`src/core/irs_pkg.sv`:
```
// Constants, types and the state record of the interrupt and reset sequencer.
// Assumes one clock; the oscillator cycle equals one aclk cycle.
package irs_pkg;

  // ----------------------------------------------------------------
  // Register map (byte addresses on the 8-bit register bus)
  // ----------------------------------------------------------------
  localparam logic [7:0] ADDR_IOPT = 8'hC8; // Interrupt option, write only
  localparam logic [7:0] ADDR_MASK = 8'hCC; // Peripheral masks
  localparam logic [7:0] ADDR_STAT = 8'hD0; // Sequencer status, read only
  localparam logic [7:0] IOPT_RST = 8'h00;

  // Interrupt option field positions
  localparam int GEN_BIT = 4;
  localparam int ESB_BIT = 5;
  localparam int LES_BIT = 6;

  // Mask register field positions
  localparam int M_TIMER = 0;
  localparam int M_CONV = 1;
  localparam int M_RL_OVF = 2;
  localparam int M_RL_CMP = 3;
  localparam int M_RL_EDGE = 4;
  localparam int M_SERIAL = 5;

  // Synchronised pin positions
  localparam int PIN_EXT = 0; // External reset, low active
  localparam int PIN_POR = 1; // Power-on detector, low active
  localparam int PIN_NMI = 2; // Non-maskable pin, falling edge
  localparam int PIN_AB = 3;  // Ports A and B, combined low active
  localparam int PIN_C = 4;   // Port C, edge selected by option

  // ----------------------------------------------------------------
  // Vectors and values loaded at reset
  // ----------------------------------------------------------------
  localparam logic [11:0] VEC_RST = 12'hFFE;
  localparam logic [11:0] VEC_NMI = 12'hFFC;
  localparam logic [11:0] VEC_1 = 12'hFF6;
  localparam logic [11:0] VEC_2 = 12'hFF4;
  localparam logic [11:0] VEC_3 = 12'hFF2;
  localparam logic [11:0] VEC_4 = 12'hFF0;
  localparam logic [7:0] TIMER_CNT_RST = 8'hFF;
  localparam logic [7:0] TIMER_PRESC_RST = 8'h7F;
  localparam logic [7:0] WDOG_CNT_RST = 8'hFE;
  localparam logic [7:0] CONV_CTRL_RST = 8'h40;
  localparam int DELAY_SHORT_CYC = 2048; // Reset release delay, oscillator cycles

  // ----------------------------------------------------------------
  // Types
  // ----------------------------------------------------------------
  typedef enum logic [1:0] {
    LVL_NORM = 2'b00,
    LVL_IRQ = 2'b01,
    LVL_NMI = 2'b10
  } irs_level_t;

  typedef enum logic [2:0] {
    ST_RUN = 3'b000,
    ST_RST_HOLD = 3'b001,
    ST_RST_DLY = 3'b010,
    ST_SWAP = 3'b011,
    ST_PUSH = 3'b100,
    ST_CLR = 3'b101,
    ST_VEC = 3'b110
  } irs_state_e_t;

  typedef struct packed {
    irs_state_e_t st;
    irs_level_t lvl;
    irs_level_t nmi_prev;      // Level to return to from the NMI routine
    logic [2:0][1:0] cz;       // Carry/zero bank per level
    logic [3:0][11:0] stk;     // Return stack, entry 0 is the top
    logic [2:0] sel;           // Accepted source, 0 is NMI
    logic waiting;
    logic ab_lat;
    logic c_lat;
    logic nmi_lat;
    logic [4:0] s1;
    logic [4:0] s2;
    logic [4:0] s3;
    logic [4:0] flt;
    logic [15:0] cnt;
    logic [7:0] iopt;
    logic [5:0] mask;
    logic pc_ld;
    logic [11:0] pc_val;
    logic [4:0] ack;
    logic init;
    logic osc_rs;
    logic aw_got;
    logic w_got;
    logic wen;
    logic [7:0] awaddr;
    logic [7:0] wdata;
    logic bvalid;
    logic [1:0] bresp;
    logic rvalid;
    logic [1:0] rresp;
    logic [7:0] rdata;
  } irs_state_t;

  localparam irs_state_t STATE_RST = '{st: ST_RST_HOLD, lvl: LVL_NORM, nmi_prev: LVL_NORM,
    s1: 5'h1F, s2: 5'h1F, s3: 5'h1F, flt: 5'h1F, default: '0};

  localparam logic [1:0] RESP_OKAY = 2'h0;
  localparam logic [1:0] RESP_SLVERR = 2'h2;

  // Vector address of an accepted source
  function automatic logic [11:0] vec_of(input logic [2:0] sel);
    case (sel)
      3'h1: vec_of = VEC_1;
      3'h2: vec_of = VEC_2;
      3'h3: vec_of = VEC_3;
      3'h4: vec_of = VEC_4;
      default: vec_of = VEC_NMI;
    endcase
  endfunction

endpackage

```
`src/core/irs_top.sv`:
```
// Interrupt entry/return sequencer and reset sequencer of a small 8-bit core.
// Assumes the instruction sequencer on aclk and an AXI4-Lite master for registers.
//
// Chosen here: register access over AXI4-Lite.
`timescale 1ns/1ps
`default_nettype none

// Contract
// RULE1: NMI serviced with enable off, no wake
// RULE2: Three carry/zero banks, switched by hardware
// RULE3: Entry swaps flags to the entered level
// RULE4: Entry pushes PC onto return stack
// RULE5: Entry blocks maskable requests until return
// RULE6: Clear source latch, then load vector
// RULE7: Return restores flags and pops PC
// RULE8: Global enable gates all but NMI; vector four
// RULE9: Reload timer three flags on vector three
// RULE10: Serial and port C vector two; A/B one
// RULE11: Reset from pin, power-on or watchdog
// RULE12: Internal reset is delayed pin reset
// RULE13: Reset in run/wait halts, pulls up I/O
// RULE14: Reset in stop restarts oscillator
// RULE15: Release delay 2048 or 32768 cycles
// RULE16: Power-up holds reset until delay elapsed
// RULE17: Watchdog reset reinitialises watchdog, same delay
// RULE18: Reset clears stack, loads reset vector
// RULE19: Start in NMI mode; return enables interrupts
// RULE20: Peripheral reset values loaded at reset
// RULE21: Wait halts core, peripherals keep running
// RULE22: Requests tested only at instruction end
// RULE23: Fixed priority, one highest, no nesting
// RULE24: Edge latches store one request each
// RULE25: Reset aborts entry without pushing
// RULE26: Software polls shared flags, saves registers
module irs_top import irs_pkg::*; #(
  parameter bit LONG_DELAY = 1'b0,     // Selects the long release delay
  parameter int DELAY_LONG_CYC = 32768 // Long delay, oscillator cycles
) (
  input wire logic aclk,
  input wire logic aresetn,
  input wire logic [7:0] s_axi_awaddr,
  input wire logic s_axi_awvalid,
  output logic s_axi_awready,
  input wire logic [31:0] s_axi_wdata,
  input wire logic [3:0] s_axi_wstrb,
  input wire logic s_axi_wvalid,
  output logic s_axi_wready,
  output logic [1:0] s_axi_bresp,
  output logic s_axi_bvalid,
  input wire logic s_axi_bready,
  input wire logic [7:0] s_axi_araddr,
  input wire logic s_axi_arvalid,
  output logic s_axi_arready,
  output logic [31:0] s_axi_rdata,
  output logic [1:0] s_axi_rresp,
  output logic s_axi_rvalid,
  input wire logic s_axi_rready,
  input wire logic ext_reset_n,
  input wire logic por_n,
  input wire logic nmi_n,
  input wire logic port_ab_n,
  input wire logic port_c,
  input wire logic wdog_expire,
  input wire logic stop_mode,
  input wire logic instr_end,
  input wire logic return_from_irq_instr,
  input wire logic wait_instr,
  input wire logic [11:0] pc_in,
  input wire logic flag_we,
  input wire logic c_in,
  input wire logic z_in,
  input wire logic timer_overflow_flag,
  input wire logic converter_end_flag,
  input wire logic reload_timer_overflow_flag,
  input wire logic reload_timer_compare_flag,
  input wire logic reload_timer_edge_flag,
  input wire logic serial_done_flag,
  output logic core_reset,
  output logic core_halt,
  output logic io_pullup,
  output logic wdog_reinit,
  output logic osc_restart,
  output logic pc_load,
  output logic [11:0] pc_value,
  output logic c_out,
  output logic z_out,
  output logic [1:0] level,
  output logic [4:0] irq_ack,
  output logic periph_init,
  output logic [7:0] timer_count_init,
  output logic [7:0] timer_presc_init,
  output logic [7:0] wdog_count_init,
  output logic [7:0] conv_ctrl_init
);

  // ----------------------------------------------------------------
  // Derived constants
  // ----------------------------------------------------------------
  localparam int DLY_CYC = LONG_DELAY ? DELAY_LONG_CYC : DELAY_SHORT_CYC;
  localparam logic [15:0] DLY_LAST = 16'(DLY_CYC - 1);

  irs_state_t s_reg; // Whole state of the block
  irs_state_t s_next;
  logic [4:0] flt_new; // Filtered pins after this edge
  logic [4:0] fell;
  logic [4:0] rose;
  logic src;           // Any reset source active
  logic gen;           // Global enable
  logic [4:1] vreq;    // Requests per maskable vector
  logic mreq;          // Maskable request may be taken
  logic nreq;          // NMI request may be taken
  logic wake;
  logic [2:0] sel_m;   // Highest pending maskable vector
  logic in_entry;

  // ----------------------------------------------------------------
  // Request decode
  // ----------------------------------------------------------------
  // A pin change counts once the second and third stage agree
  always_comb begin
    for (int i = 0; i < 5; i++) begin
      flt_new[i] = (s_reg.s2[i] == s_reg.s3[i]) ? s_reg.s3[i] : s_reg.flt[i];
    end
  end
  assign fell = s_reg.flt & ~flt_new;
  assign rose = ~s_reg.flt & flt_new;
  // Watchdog pulse enters hold at once, then shares the pin delay
  assign src = ~s_reg.flt[PIN_EXT] | ~s_reg.flt[PIN_POR] | wdog_expire; // see RULE11 see RULE17
  assign gen = s_reg.iopt[GEN_BIT];
  // Level mode has no memory: the line must be low when sampled
  assign vreq[1] = s_reg.iopt[LES_BIT] ? ~s_reg.flt[PIN_AB] : s_reg.ab_lat; // see RULE10
  assign vreq[2] = s_reg.c_lat | (serial_done_flag & s_reg.mask[M_SERIAL]); // see RULE10
  assign vreq[3] = (reload_timer_overflow_flag & s_reg.mask[M_RL_OVF])
    | (reload_timer_compare_flag & s_reg.mask[M_RL_CMP])
    | (reload_timer_edge_flag & s_reg.mask[M_RL_EDGE]); // see RULE9
  assign vreq[4] = (timer_overflow_flag & s_reg.mask[M_TIMER])
    | (converter_end_flag & s_reg.mask[M_CONV]); // see RULE8
  // Maskable only from normal level, so maskable routines never nest
  assign mreq = gen & (s_reg.lvl == LVL_NORM) & (|vreq); // see RULE5 see RULE8 see RULE23
  assign nreq = s_reg.nmi_lat & (s_reg.lvl != LVL_NMI);
  // NMI wakes only with the global enable set
  assign wake = s_reg.waiting & gen & (s_reg.nmi_lat | (|vreq)); // see RULE1
  assign sel_m = vreq[1] ? 3'h1 : vreq[2] ? 3'h2 : vreq[3] ? 3'h3 : 3'h4; // see RULE23
  assign in_entry = (s_reg.st == ST_SWAP) | (s_reg.st == ST_PUSH) | (s_reg.st == ST_CLR)
    | (s_reg.st == ST_VEC);

  // ----------------------------------------------------------------
  // Next state
  // ----------------------------------------------------------------
  always_comb begin
    s_next = s_reg;
    s_next.pc_ld = 1'b0;
    s_next.ack = '0;
    s_next.init = 1'b0;
    s_next.osc_rs = 1'b0;
    s_next.s1 = {port_c, port_ab_n, nmi_n, por_n, ext_reset_n};
    s_next.s2 = s_reg.s1;
    s_next.s3 = s_reg.s2;
    s_next.flt = flt_new;
    unique case (s_reg.st)
      ST_RUN: begin
        if (return_from_irq_instr) begin
          // Pop and fall back to the level below
          s_next.pc_ld = 1'b1; // see RULE7
          s_next.pc_val = s_reg.stk[0];
          s_next.stk = {12'h000, s_reg.stk[3:1]};
          s_next.lvl = (s_reg.lvl == LVL_NMI) ? s_reg.nmi_prev : LVL_NORM; // see RULE19
        end else if (((instr_end & ~s_reg.waiting) | wake) & (nreq | mreq)) begin
          s_next.st = ST_SWAP; // see RULE22
          s_next.sel = nreq ? 3'h0 : sel_m; // see RULE1 see RULE23
        end
        if (wake) begin
          s_next.waiting = 1'b0;
        end
        if (wait_instr) begin
          s_next.waiting = 1'b1; // see RULE21
        end
      end
      ST_SWAP: begin
        // Changing level selects the carry/zero bank of the entered level
        s_next.lvl = (s_reg.sel == 3'h0) ? LVL_NMI : LVL_IRQ; // see RULE3 see RULE5
        if (s_reg.sel == 3'h0) begin
          s_next.nmi_prev = s_reg.lvl;
        end
        s_next.st = ST_PUSH;
      end
      ST_PUSH: begin
        s_next.stk = {s_reg.stk[2:0], pc_in}; // see RULE4
        s_next.st = ST_CLR;
      end
      ST_CLR: begin
        // Peripheral flags stay up; software polls and clears them
        unique case (s_reg.sel)
          3'h0: s_next.nmi_lat = 1'b0; // see RULE6 see RULE24
          3'h1: s_next.ab_lat = 1'b0;
          3'h2: s_next.c_lat = 1'b0;
          default: begin
          end
        endcase
        s_next.ack = 5'(1 << s_reg.sel);
        s_next.st = ST_VEC;
      end
      ST_VEC: begin
        s_next.pc_ld = 1'b1; // see RULE6
        s_next.pc_val = vec_of(s_reg.sel);
        s_next.st = ST_RUN;
      end
      ST_RST_HOLD: begin
        s_next.cnt = '0;
        if (!src) begin
          s_next.st = ST_RST_DLY; // see RULE12
        end
      end
      ST_RST_DLY: begin
        if (s_reg.cnt == DLY_LAST) begin
          // Initialisation: empty stack, reset vector, NMI level
          s_next.st = ST_RUN; // see RULE15 see RULE16
          s_next.stk = '0; // see RULE18
          s_next.pc_ld = 1'b1;
          s_next.pc_val = VEC_RST;
          s_next.lvl = LVL_NMI; // see RULE19
          s_next.nmi_prev = LVL_NORM;
          s_next.iopt = IOPT_RST; // see RULE20
          s_next.mask = '0;
          s_next.init = 1'b1;
          s_next.nmi_lat = 1'b0;
          s_next.ab_lat = 1'b0;
          s_next.c_lat = 1'b0;
        end else begin
          s_next.cnt = s_reg.cnt + 16'h0001;
        end
      end
      default: begin
        s_next.st = ST_RST_HOLD;
      end
    endcase
    // Flags written by the core go to the bank of the active level
    if (flag_we && s_reg.st == ST_RUN) begin
      s_next.cz[s_reg.lvl] = {c_in, z_in}; // see RULE2
    end
    // Edge latches; a new edge wins over the clear of this cycle
    if (fell[PIN_NMI]) begin
      s_next.nmi_lat = 1'b1;
    end
    if (!s_reg.iopt[LES_BIT] && fell[PIN_AB]) begin
      s_next.ab_lat = 1'b1; // see RULE24
    end
    if (s_reg.iopt[ESB_BIT] ? rose[PIN_C] : fell[PIN_C]) begin
      s_next.c_lat = 1'b1; // see RULE24
    end
    // Reset has priority over the sequencer state, including a half-done entry
    if (src) begin
      s_next.st = ST_RST_HOLD; // see RULE13 see RULE25
      s_next.cnt = '0;
      s_next.waiting = 1'b0;
      s_next.pc_ld = 1'b0;
      s_next.stk = s_reg.stk;
      if (stop_mode && s_reg.st != ST_RST_HOLD) begin
        s_next.osc_rs = 1'b1; // see RULE14
      end
    end
    // Register bus: address and data taken in either order
    if (s_axi_awvalid && s_axi_awready) begin
      s_next.aw_got = 1'b1;
      s_next.awaddr = s_axi_awaddr;
    end
    if (s_axi_wvalid && s_axi_wready) begin
      s_next.w_got = 1'b1;
      s_next.wdata = s_axi_wdata[7:0];
      s_next.wen = s_axi_wstrb[0];
    end
    if (s_reg.aw_got && s_reg.w_got) begin
      s_next.aw_got = 1'b0;
      s_next.w_got = 1'b0;
      s_next.bvalid = 1'b1;
      s_next.bresp = RESP_OKAY;
      if (s_reg.awaddr == ADDR_IOPT) begin
        if (s_reg.wen) begin
          s_next.iopt = s_reg.wdata; // see RULE8
        end
      end else if (s_reg.awaddr == ADDR_MASK) begin
        if (s_reg.wen) begin
          s_next.mask = s_reg.wdata[5:0];
        end
      end else if (s_reg.awaddr != ADDR_STAT) begin
        s_next.bresp = RESP_SLVERR;
      end
    end
    if (s_reg.bvalid && s_axi_bready) begin
      s_next.bvalid = 1'b0;
    end
    if (s_axi_arvalid && s_axi_arready) begin
      s_next.rvalid = 1'b1;
      s_next.rresp = RESP_OKAY;
      s_next.rdata = 8'h00;
      if (s_axi_araddr == ADDR_MASK) begin
        s_next.rdata = {2'b00, s_reg.mask};
      end else if (s_axi_araddr == ADDR_STAT) begin
        s_next.rdata = {vreq, core_reset, s_reg.waiting, s_reg.lvl};
      end else if (s_axi_araddr != ADDR_IOPT) begin
        s_next.rresp = RESP_SLVERR;
      end
    end else if (s_reg.rvalid && s_axi_rready) begin
      s_next.rvalid = 1'b0;
    end
  end

  // ----------------------------------------------------------------
  // State register
  // ----------------------------------------------------------------
  always_ff @(posedge aclk) begin
    if (!aresetn) begin
      s_reg <= STATE_RST;
    end else begin
      s_reg <= s_next;
    end
  end

  // ----------------------------------------------------------------
  // Outputs
  // ----------------------------------------------------------------
  assign core_reset = (s_reg.st == ST_RST_HOLD) | (s_reg.st == ST_RST_DLY); // see RULE16
  assign io_pullup = core_reset; // see RULE13
  assign wdog_reinit = core_reset; // see RULE17
  assign core_halt = core_reset | s_reg.waiting | in_entry; // see RULE21
  assign osc_restart = s_reg.osc_rs;
  assign pc_load = s_reg.pc_ld;
  assign pc_value = s_reg.pc_val;
  assign c_out = s_reg.cz[s_reg.lvl][1];
  assign z_out = s_reg.cz[s_reg.lvl][0];
  assign level = s_reg.lvl;
  assign irq_ack = s_reg.ack;
  assign periph_init = s_reg.init;
  assign timer_count_init = TIMER_CNT_RST; // see RULE20
  assign timer_presc_init = TIMER_PRESC_RST;
  assign wdog_count_init = WDOG_CNT_RST;
  assign conv_ctrl_init = CONV_CTRL_RST;
  assign s_axi_awready = ~s_reg.aw_got & ~s_reg.bvalid;
  assign s_axi_wready = ~s_reg.w_got & ~s_reg.bvalid;
  assign s_axi_bvalid = s_reg.bvalid;
  assign s_axi_bresp = s_reg.bresp;
  assign s_axi_arready = ~s_reg.rvalid;
  assign s_axi_rvalid = s_reg.rvalid;
  assign s_axi_rresp = s_reg.rresp;
  assign s_axi_rdata = {24'h000000, s_reg.rdata};
endmodule
`default_nettype wire

```
`config.mk`:
```
export PLATFORM = sky130hd
export DESIGN_NAME = irs_top
export DESIGN_NICKNAME = d
export VERILOG_FILES = /design/src/core/irs_pkg.sv /design/src/core/irs_top.sv
export SDC_FILE = /design/constraint.sdc
export NUM_CORES = 1
export LEC_CHECK = 0
export BUFFER_PORTS_ARGS = -buffer_cell sky130_fd_sc_hd__buf_2
export CAP_MARGIN = 15
export CORE_UTILIZATION = 57
export CTS_CLUSTER_DIAMETER = 80
export DETAILED_ROUTE_END_ITERATION = 12
export PLACE_DENSITY = 0.93
export SKIP_CTS_REPAIR_TIMING = 1
export SKIP_LAST_GASP = 1
export SLEW_MARGIN = 20
export SYNTH_ARGS = -nofsm -noshare
export SYNTH_HDL_FRONTEND = slang
export SYNTH_SLANG_ARGS = --single-unit
```
`constraint.sdc`:
```
create_clock -name aclk -period 3.75 [get_ports aclk]
set_input_delay 0.375 -clock aclk [delete_from_list [all_inputs] [get_ports aclk]]
set_output_delay 0.375 -clock aclk [all_outputs]
set_load 0.005 [all_outputs]
```
# After elaboration in Yosys (flattened, before gate mapping)
# Index checks and enable logic that the tools add are counted.
# classes
n_addsub	1
n_lt_le_gt_ge	2
n_eq_ne	37
shifts	1
n_mux	64
bitwise	45
n_reduce_logical	42
# ops
op	count
$pmux 48 s3	1
$mux 48	2
$pmux 13 s3	1
$eq 8x8->1 const B	4
$mux 8	4
$pmux 16 s2	1
$mux 14	2
$mux 27	1
$mux 2	12
$reduce_and 3->1	8
$mux 3	7
$pmux 3 s7	1
$mux 1	19
$mux 6	3
$reduce_bool 3->1	6
$add 16x1->16 const B	1
$eq 16x11->1 const B	1
$mux 16	1
$ne 8x8->1 const B	2
$pmux 4 s4	1
$and 1x1->1	15
$or 1x1->1	15
$mux 13	1
$eq 3x2->1 const B	4
other kinds (31)	79
# word_totals
register_bits	171
input_bits	90
output_inout_bits	101
wordCells	229

# Depth between registers and ports, before layout
# Gate-level depths: netlist of run 1.
# depth
ltp_word	11
ltp_mapped	9
ltp_nobuf	6

# Worst setup path after synthesis of run 1
# OpenSTA, ideal clock, no wires.
# synth_path
kind	register -> register
startpoint	register s_reg[67] in the netlist's numbering
endpoint	register s_reg[110] in the netlist's numbering
setup_ns	0.146
arrival_time_ns	2.207
slack_ns	1.397
path_stages_with_launch	9
path_buffers	3
synth_period_minus_slack_ns	2.353
cell_sequence	dfxtp_1 -> ha_1 -> or4bb_1 -> or4_1 -> buf_2 -> a21oi_4 -> buf_6 -> buf_4 -> a211oi_2
# synth_via
elab_chain_cells	3
# synth_rtl
element	line	text
start, declared	irs_top.sv:102	irs_state_t s_reg;
start signal, assigned	irs_top.sv:315	s_reg <= s_next;
$eq 16x11->1	irs_top.sv:215	if (s_reg.cnt == DLY_LAST) begin
$ne 2x2->1 (no line)	n/a	
$reduce_and 4->1 (no line)	n/a	
# No other way between the ends.
# A chain may end at the register's enable or synchronous reset.

# Final worst setup path of run 1
# layout_path
startpoint	register s_reg[67] in the netlist's numbering
endpoint	register s_reg[120] in the netlist's numbering
# The elaborated chain is that of the path after synthesis.

==> results of run 1 <==
## synth_stat cells, types with 4 or more instances
cell,n
and2_1,7
clkbuf_1,36
o22ai_1,5
nand3b_1,6
nand2_1,103
a211oi_1,8
nor4_1,4
buf_1,5
a22oi_1,44
or2_2,5
inv_1,7
nor3_1,16
buf_2,4
dfxtp_1,163
o21ai_0,20
buf_4,95
nor2b_1,5
nand3_1,21
mux2i_1,12
o31ai_1,4
nor2_1,81
o221a_2,9
a21oi_1,61
a211oi_2,31
nand4_1,16
nand2b_1,26
or4_1,5
or3_1,6
## path summary, 6_finish.rpt
check | slack (ps) | endpoint | start
max | 870 | s_reg[120] | s_reg[67]
min | 130 | s_next[94] | por_n
max reg2reg | 870 | s_reg[120] | s_reg[67]
min reg2reg | 410 | s_next[91] | s_next[96]
## cell families (layout without fill, tap and decap cells)
group | Yosys count | after routing | synth area share
buf+inv | 150 | 151 | 0.125
mux | 13 | 13 | 0.0174
flops | 163 | 163 | 0.433
xor+xnor | 5 | 5 | 0.00581
other cells | 2 | 58 | 0.000996
simple gates | 313 | 313 | 0.197
fa+ha+maj | 1 | 1 | 0.00166
compound gates | 218 | 218 | 0.219
## worst max-delay path, stage by stage (launching register included)
cell and delay [ps]:
dfxtp_1 370, ha_1 280, or4bb_1 520, or4_1 640, a21oi_4 250, buf_12 370
nor2_1 110, a211oi_2 220
## power by group through the flow
stage,clock (uW),sequential (uW),combinational [uW]
after floorplan,0,1850,257
after global placement,0,1860,269
after detailed placement,0,1870,278
after CTS,1760,1830,282
after global routing,1830,1830,319
final,1740,1830,283
## layout by cell type (no fill, tap or decap), types with 5 or more instances in the layout
| cell type | Yosys | layout |
|---|---|---|
| nand2b_1 | 26 | 26 |
| o22ai_1 | 5 | 5 |
| or4_1 | 5 | 5 |
| a211oi_2 | 31 | 31 |
| conb_1 | 2 | 58 |
| o21ai_0 | 20 | 20 |
| o221a_2 | 9 | 9 |
| mux2i_1 | 12 | 12 |
| or3_1 | 6 | 6 |
| buf_2 | 4 | 104 |
| or2_2 | 5 | 5 |
| a21oi_1 | 61 | 61 |
| clkinvlp_4 | 0 | 6 |
| nor2_1 | 81 | 79 |
| a211oi_1 | 8 | 8 |
| buf_4 | 95 | 6 |
| a22oi_1 | 44 | 44 |
| dfxtp_1 | 163 | 163 |
| nand3_1 | 21 | 21 |
| nor2b_1 | 5 | 5 |
| and2_1 | 7 | 7 |
| nand3b_1 | 6 | 6 |
| nor3_1 | 16 | 16 |
| clkbuf_16 | 0 | 17 |
| nand4_1 | 16 | 16 |
| nand2_1 | 103 | 103 |
| inv_1 | 7 | 7 |
## per-layer routing
| layer | vias up | GRT usage | wire length [um] |
|---|---|---|---|
| met5 | - | 0 | 0 |
| met4 | 0 | 0.0886 | 297 |
| met3 | 33 | 0.0695 | 1180 |
| met2 | 265 | 0.400 | 7920 |
| met1 | 2930 | 0.301 | 7030 |
| li1 | 3019 | - | - |
## area by class of cell
| cell class | count | area [sq um] | area share |
|---|---|---|---|
| Multi-Input combinational cell | 608 | 3560 | 0.431 |
| Sequential cell | 163 | 3260 | 0.396 |
| Timing Repair Buffer | 111 | 586 | 0.0710 |
| Clock buffer | 22 | 474 | 0.0575 |
| Tap cell | 172 | 215 | 0.0261 |
| Clock inverter | 10 | 123 | 0.0149 |
| Inverter | 8 | 31.3 | 0.00379 |
## through the flow
step / utilization / hold slack [ps] / setup WS (ps) / cell area, sq um / power (uW)
after floorplan: - / 386 / 1400 / 7750 / 2100
after global placement: 0.599 / 388 / 997 / 7650 / 2130
after detailed placement: 0.599 / 399 / 899 / 7650 / 2140
after CTS: 0.646 / 117 / 897 / 8250 / 3870
after global routing: 0.646 / 127 / 735 / 8250 / 3980
final: 0.646 / 132 / 874 / 8250 / 3850
==> metrics.txt, run 1 <==
Worst Skew=12.1 ps; worst hold stages=2; top post-synthesis cells by area=dfxtp_1 43%, buf_4 9.5%, a211oi_2 5.1%; Slew HR=0.261; leading area contributor after synthesis=dfxtp_1; VDD IR-drop max=0.000361 V; vias in the first global route=5414; DR WL/cell=15.0 um; switching pwr=approximately 920 uW; Synth async-reset ratio=0; PortBufs=between 100 and 150; Inst Count DP=about 1.1k; worst-path fanout max=96; root buf cell=clkbuf_16; fin nets=1000; final std cells w/o fill=1094; sequential fraction of the synthesis area=0.433; RSZ-0062 raised after global routing=false; ant diodes=0; outcome=complete, no violations; total negative setup slack=0 ps; proportion of power drawn by flip-flops and latches=0.475; fmax=0.348 GHz; WS Path Type=register to register; DRT Pass-1 Iters=5; routed vias/inst=5.71; final WL=16400 um; crit end category=register; Num CTS Buffers=17; Internal=roughly 2900 uW; Final Hold Viols=0; Via Count=6247; Overall Global Routing Usage=0.242; Tmin final=2880 ps; Crit path required time=4080 ps; Overflow after GRT=0; Worst R2R Path Depth=7; Warnings, synthesis=0; largest net degree at the start of global routing=97; CTS tree=yes; Row Count=41; Top Ports=191; Clock Latency Late Sink=~430 ps; part of the cycle the worst path needs=0.767; Post-Syn Area=between 7000 and 8000 sq um; first-pass GRT wire length=25600 um; Worst-Margin Slew=1110 ps; average size of a mapped cell=8.72 sq um; max FFs per register=118; Yosys top cell area share=0.433; Pwr Density=roughly 470 nW/um^2; Fillers=1012; Primary FF master, synth=dfxtp_1; CORE AREA=12800 sq um; hpwl dp=10800 um; Worst Path Arrival=3210 ps; antenna violations before repair=0; flops & latches, synth=between 150 and 200; die height=117 um; First DRT Iteration DRCs=636; Netlist cell types=between 60 and 70; clock slew seen by the registers of the worst setup and hold paths=60 ps; H-Tree Depth=4; Syn Inst Count=slightly below 900; EDFF count, synth=0; Pins Over Slew Limit=0; Lkg Pwr=0.00313 uW; drc violations=0; MaxCap Viol Count=0; share of post-route cells with drive strength above 1=0.208; Comb power frac=0.074; routability cong.=between 0.8 and 0.9; Final setup viols=0; Initial Util=0.590; Sw Ratio=0.240; Clock Power Share=0.452; Area growth, synth to finish=9.41%; die area=13700 sq um; class of the worst hold path=input pin to register; Routed Antenna Nets=0; Clock Tree Buf Depth=2; Die W=117 um; clk sink count=163; type of element launching the critical path=register
(Power assumes the default switching activity.)
==> inputs of run 2 (changes only) <==
CORE_UTILIZATION = 53   (was 57)
PLACE_DENSITY = 0.88   (was 0.93)
clock period = 2.9 ns   (was 3.75 ns; I/O delays follow)
==> metrics.txt, run 2 (synthesis results as in run 1) <==
VDD IR-drop max=0.000435 V; CTS tree=yes; H-Tree Depth=4; CP peak stage delay=roughly 630 ps; switching pwr=1270 uW; antenna violations before repair=0; RSZ-0062 raised after global routing=false; MaxCap Viol Count=0; Inst Count DP=1074; part of the cycle the worst path needs=0.930; Tmin final=2700 ps; Worst Path Arrival=between 3000 and 4000 ps; Pwr Density=606 nW/um^2; most common cell after layout, fill and taps aside=dfxtp_1; Initial Util=0.543; Crit path required time=3240 ps; DP Area=7700 sq um; drc violations=0; Internal=3770 uW; Overall Global Routing Usage=0.230; Sw Ratio=0.253; most frequent cells in the layout=163 x dfxtp_1, 104 x buf_2, 103 x nand2_1; Final setup viols=0; die area=between 10000 and 15000 sq um; Finished Cell Area=8310 sq um; worst-path fanout max=62; Worst-Margin Slew=1140 ps; Comb power frac=0.073; CP Cell Sequence=ha_1, or4bb_1, or4_1, a21oi_4, buf_12, nor2_1, a211oi_2; ant diodes=0; class of the worst hold path=input pin to register; max FFs per register=118; Num CTS Buffers=17; CORE AREA=13900 sq um; share of post-route cells with drive strength above 1=0.214; Clock Latency Late Sink=roughly 430 ps; vias in the first global route=5468; Slew HR=0.239; Finished Core Util=0.599; routability cong.=0.880; total negative setup slack=0 ps; fin nets=1004; Clock Power Share=0.459; outcome=complete, no violations; crit end category=register; Final Hold Viols=0; Row Count=43; Fillers=roughly 1.2k; Clock Tree Buf Depth=2; Die W=121 um; slowest CP cell=or4_1; clk sink count=roughly 160; routed vias/inst=approximately 5.6; DR WL/cell=14.9 um; root buf cell=clkbuf_16; Routed Antenna Nets=0; Pins Over Slew Limit=0; hpwl dp=10900 um; Worst Skew=7.93 ps; WS Path Type=register to register; Via Count=about 6.2k; proportion of power drawn by flip-flops and latches=0.469; Lkg Pwr=0.00318 uW; DRT Pass-1 Iters=5; die height=121 um; largest net degree at the start of global routing=91; fmax=around 0.37 GHz; clock slew seen by the registers of the worst setup and hold paths=70 ps; PortBufs=104; Area growth, synth to finish=10.2%; First DRT Iteration DRCs=584; final WL=16500 um; Top Ports=191; first-pass GRT wire length=26600 um; type of element launching the critical path=register; Overflow after GRT=0; final std cells w/o fill=approximately 1.1k
==> run 2: cell types whose count changed in the layout (fill, tap and decap cells not counted) <==
cell | previous run | this run
buf_4 | 6 | 9
clkinv_4 | 0 | 4
inv_6 | 2 | 6
buf_12 | 1 | 2
inv_8 | 0 | 1
clkinvlp_4 | 6 | 1
clkbuf_1 | 2 | 0
clkbuf_8 | 3 | 1
==> run 2: cell type report <==
| cell class | count | area, sq um | area share |
|---|---|---|---|
| inverters | 8 | 31.3 | 0.00376 |
| clock inverters | 14 | 166 | 0.0200 |
| multi-input cells | 608 | 3560 | 0.428 |
| flip-flops and latches | 163 | 3260 | 0.393 |
| repair buffers | 115 | 628 | 0.0756 |
| well taps | 180 | 225 | 0.0271 |
| clock buffers | 18 | 439 | 0.0528 |
==> run 2: metal layers <==
| metal | track usage | wire length, um | share of wire | up-vias |
|---|---|---|---|---|
| met3 | 0.0578 | 1040 | 0.063 | 23 |
| met2 | 0.373 | 7830 | 0.47 | 234 |
| met1 | 0.292 | 7340 | 0.44 | 2913 |
| met4 | 0.0941 | 295 | 0.018 | 0 |
| met5 | 0 | 0 | 0 | - |
| li1 | - | - | - | 3030 |
==> run 2: worst paths after layout <==
check	from	endpoint	slack, ps	cells past startpoint
worst max-delay path	s_reg[67]	s_reg[118]	200	7
worst max register to register	s_reg[67]	s_reg[118]	200	7
worst min register to register	s_next[95]	s_next[90]	400	1
worst min-delay path	por_n	s_next[94]	40	2
==> run 2: power by group through the flow <==
stage          clock network [uW]  registers, uW  logic (uW)
3_5_place_dp                    0           2410         362
6_report                     2310           2360         366
5_1_grt                      2430           2370         410
4_1_cts                      2340           2360         365
3_3_place_gp                    0           2410         352
2_1_floorplan                   0           2390         332
==> run 2: per-stage QoR <==
step	hold slack (ps)	worst slack, ps	power, uW
floorplan	386	547	2720
global placement	389	299	2760
detailed placement	392	226	2770
CTS	27.5	203	5060
global route	42.7	64.5	5210
finish	40.5	202	5040
==> run 2: worst max-delay path, delay by kind of cell (launching register included) <==
kind	cells	cell delay, ps
AOI/OAI and AO/OA	2	510
adders and majority gates	1	190
buffers and inverters	1	300
DFF	1	370
and+or+nand+nor	3	1230
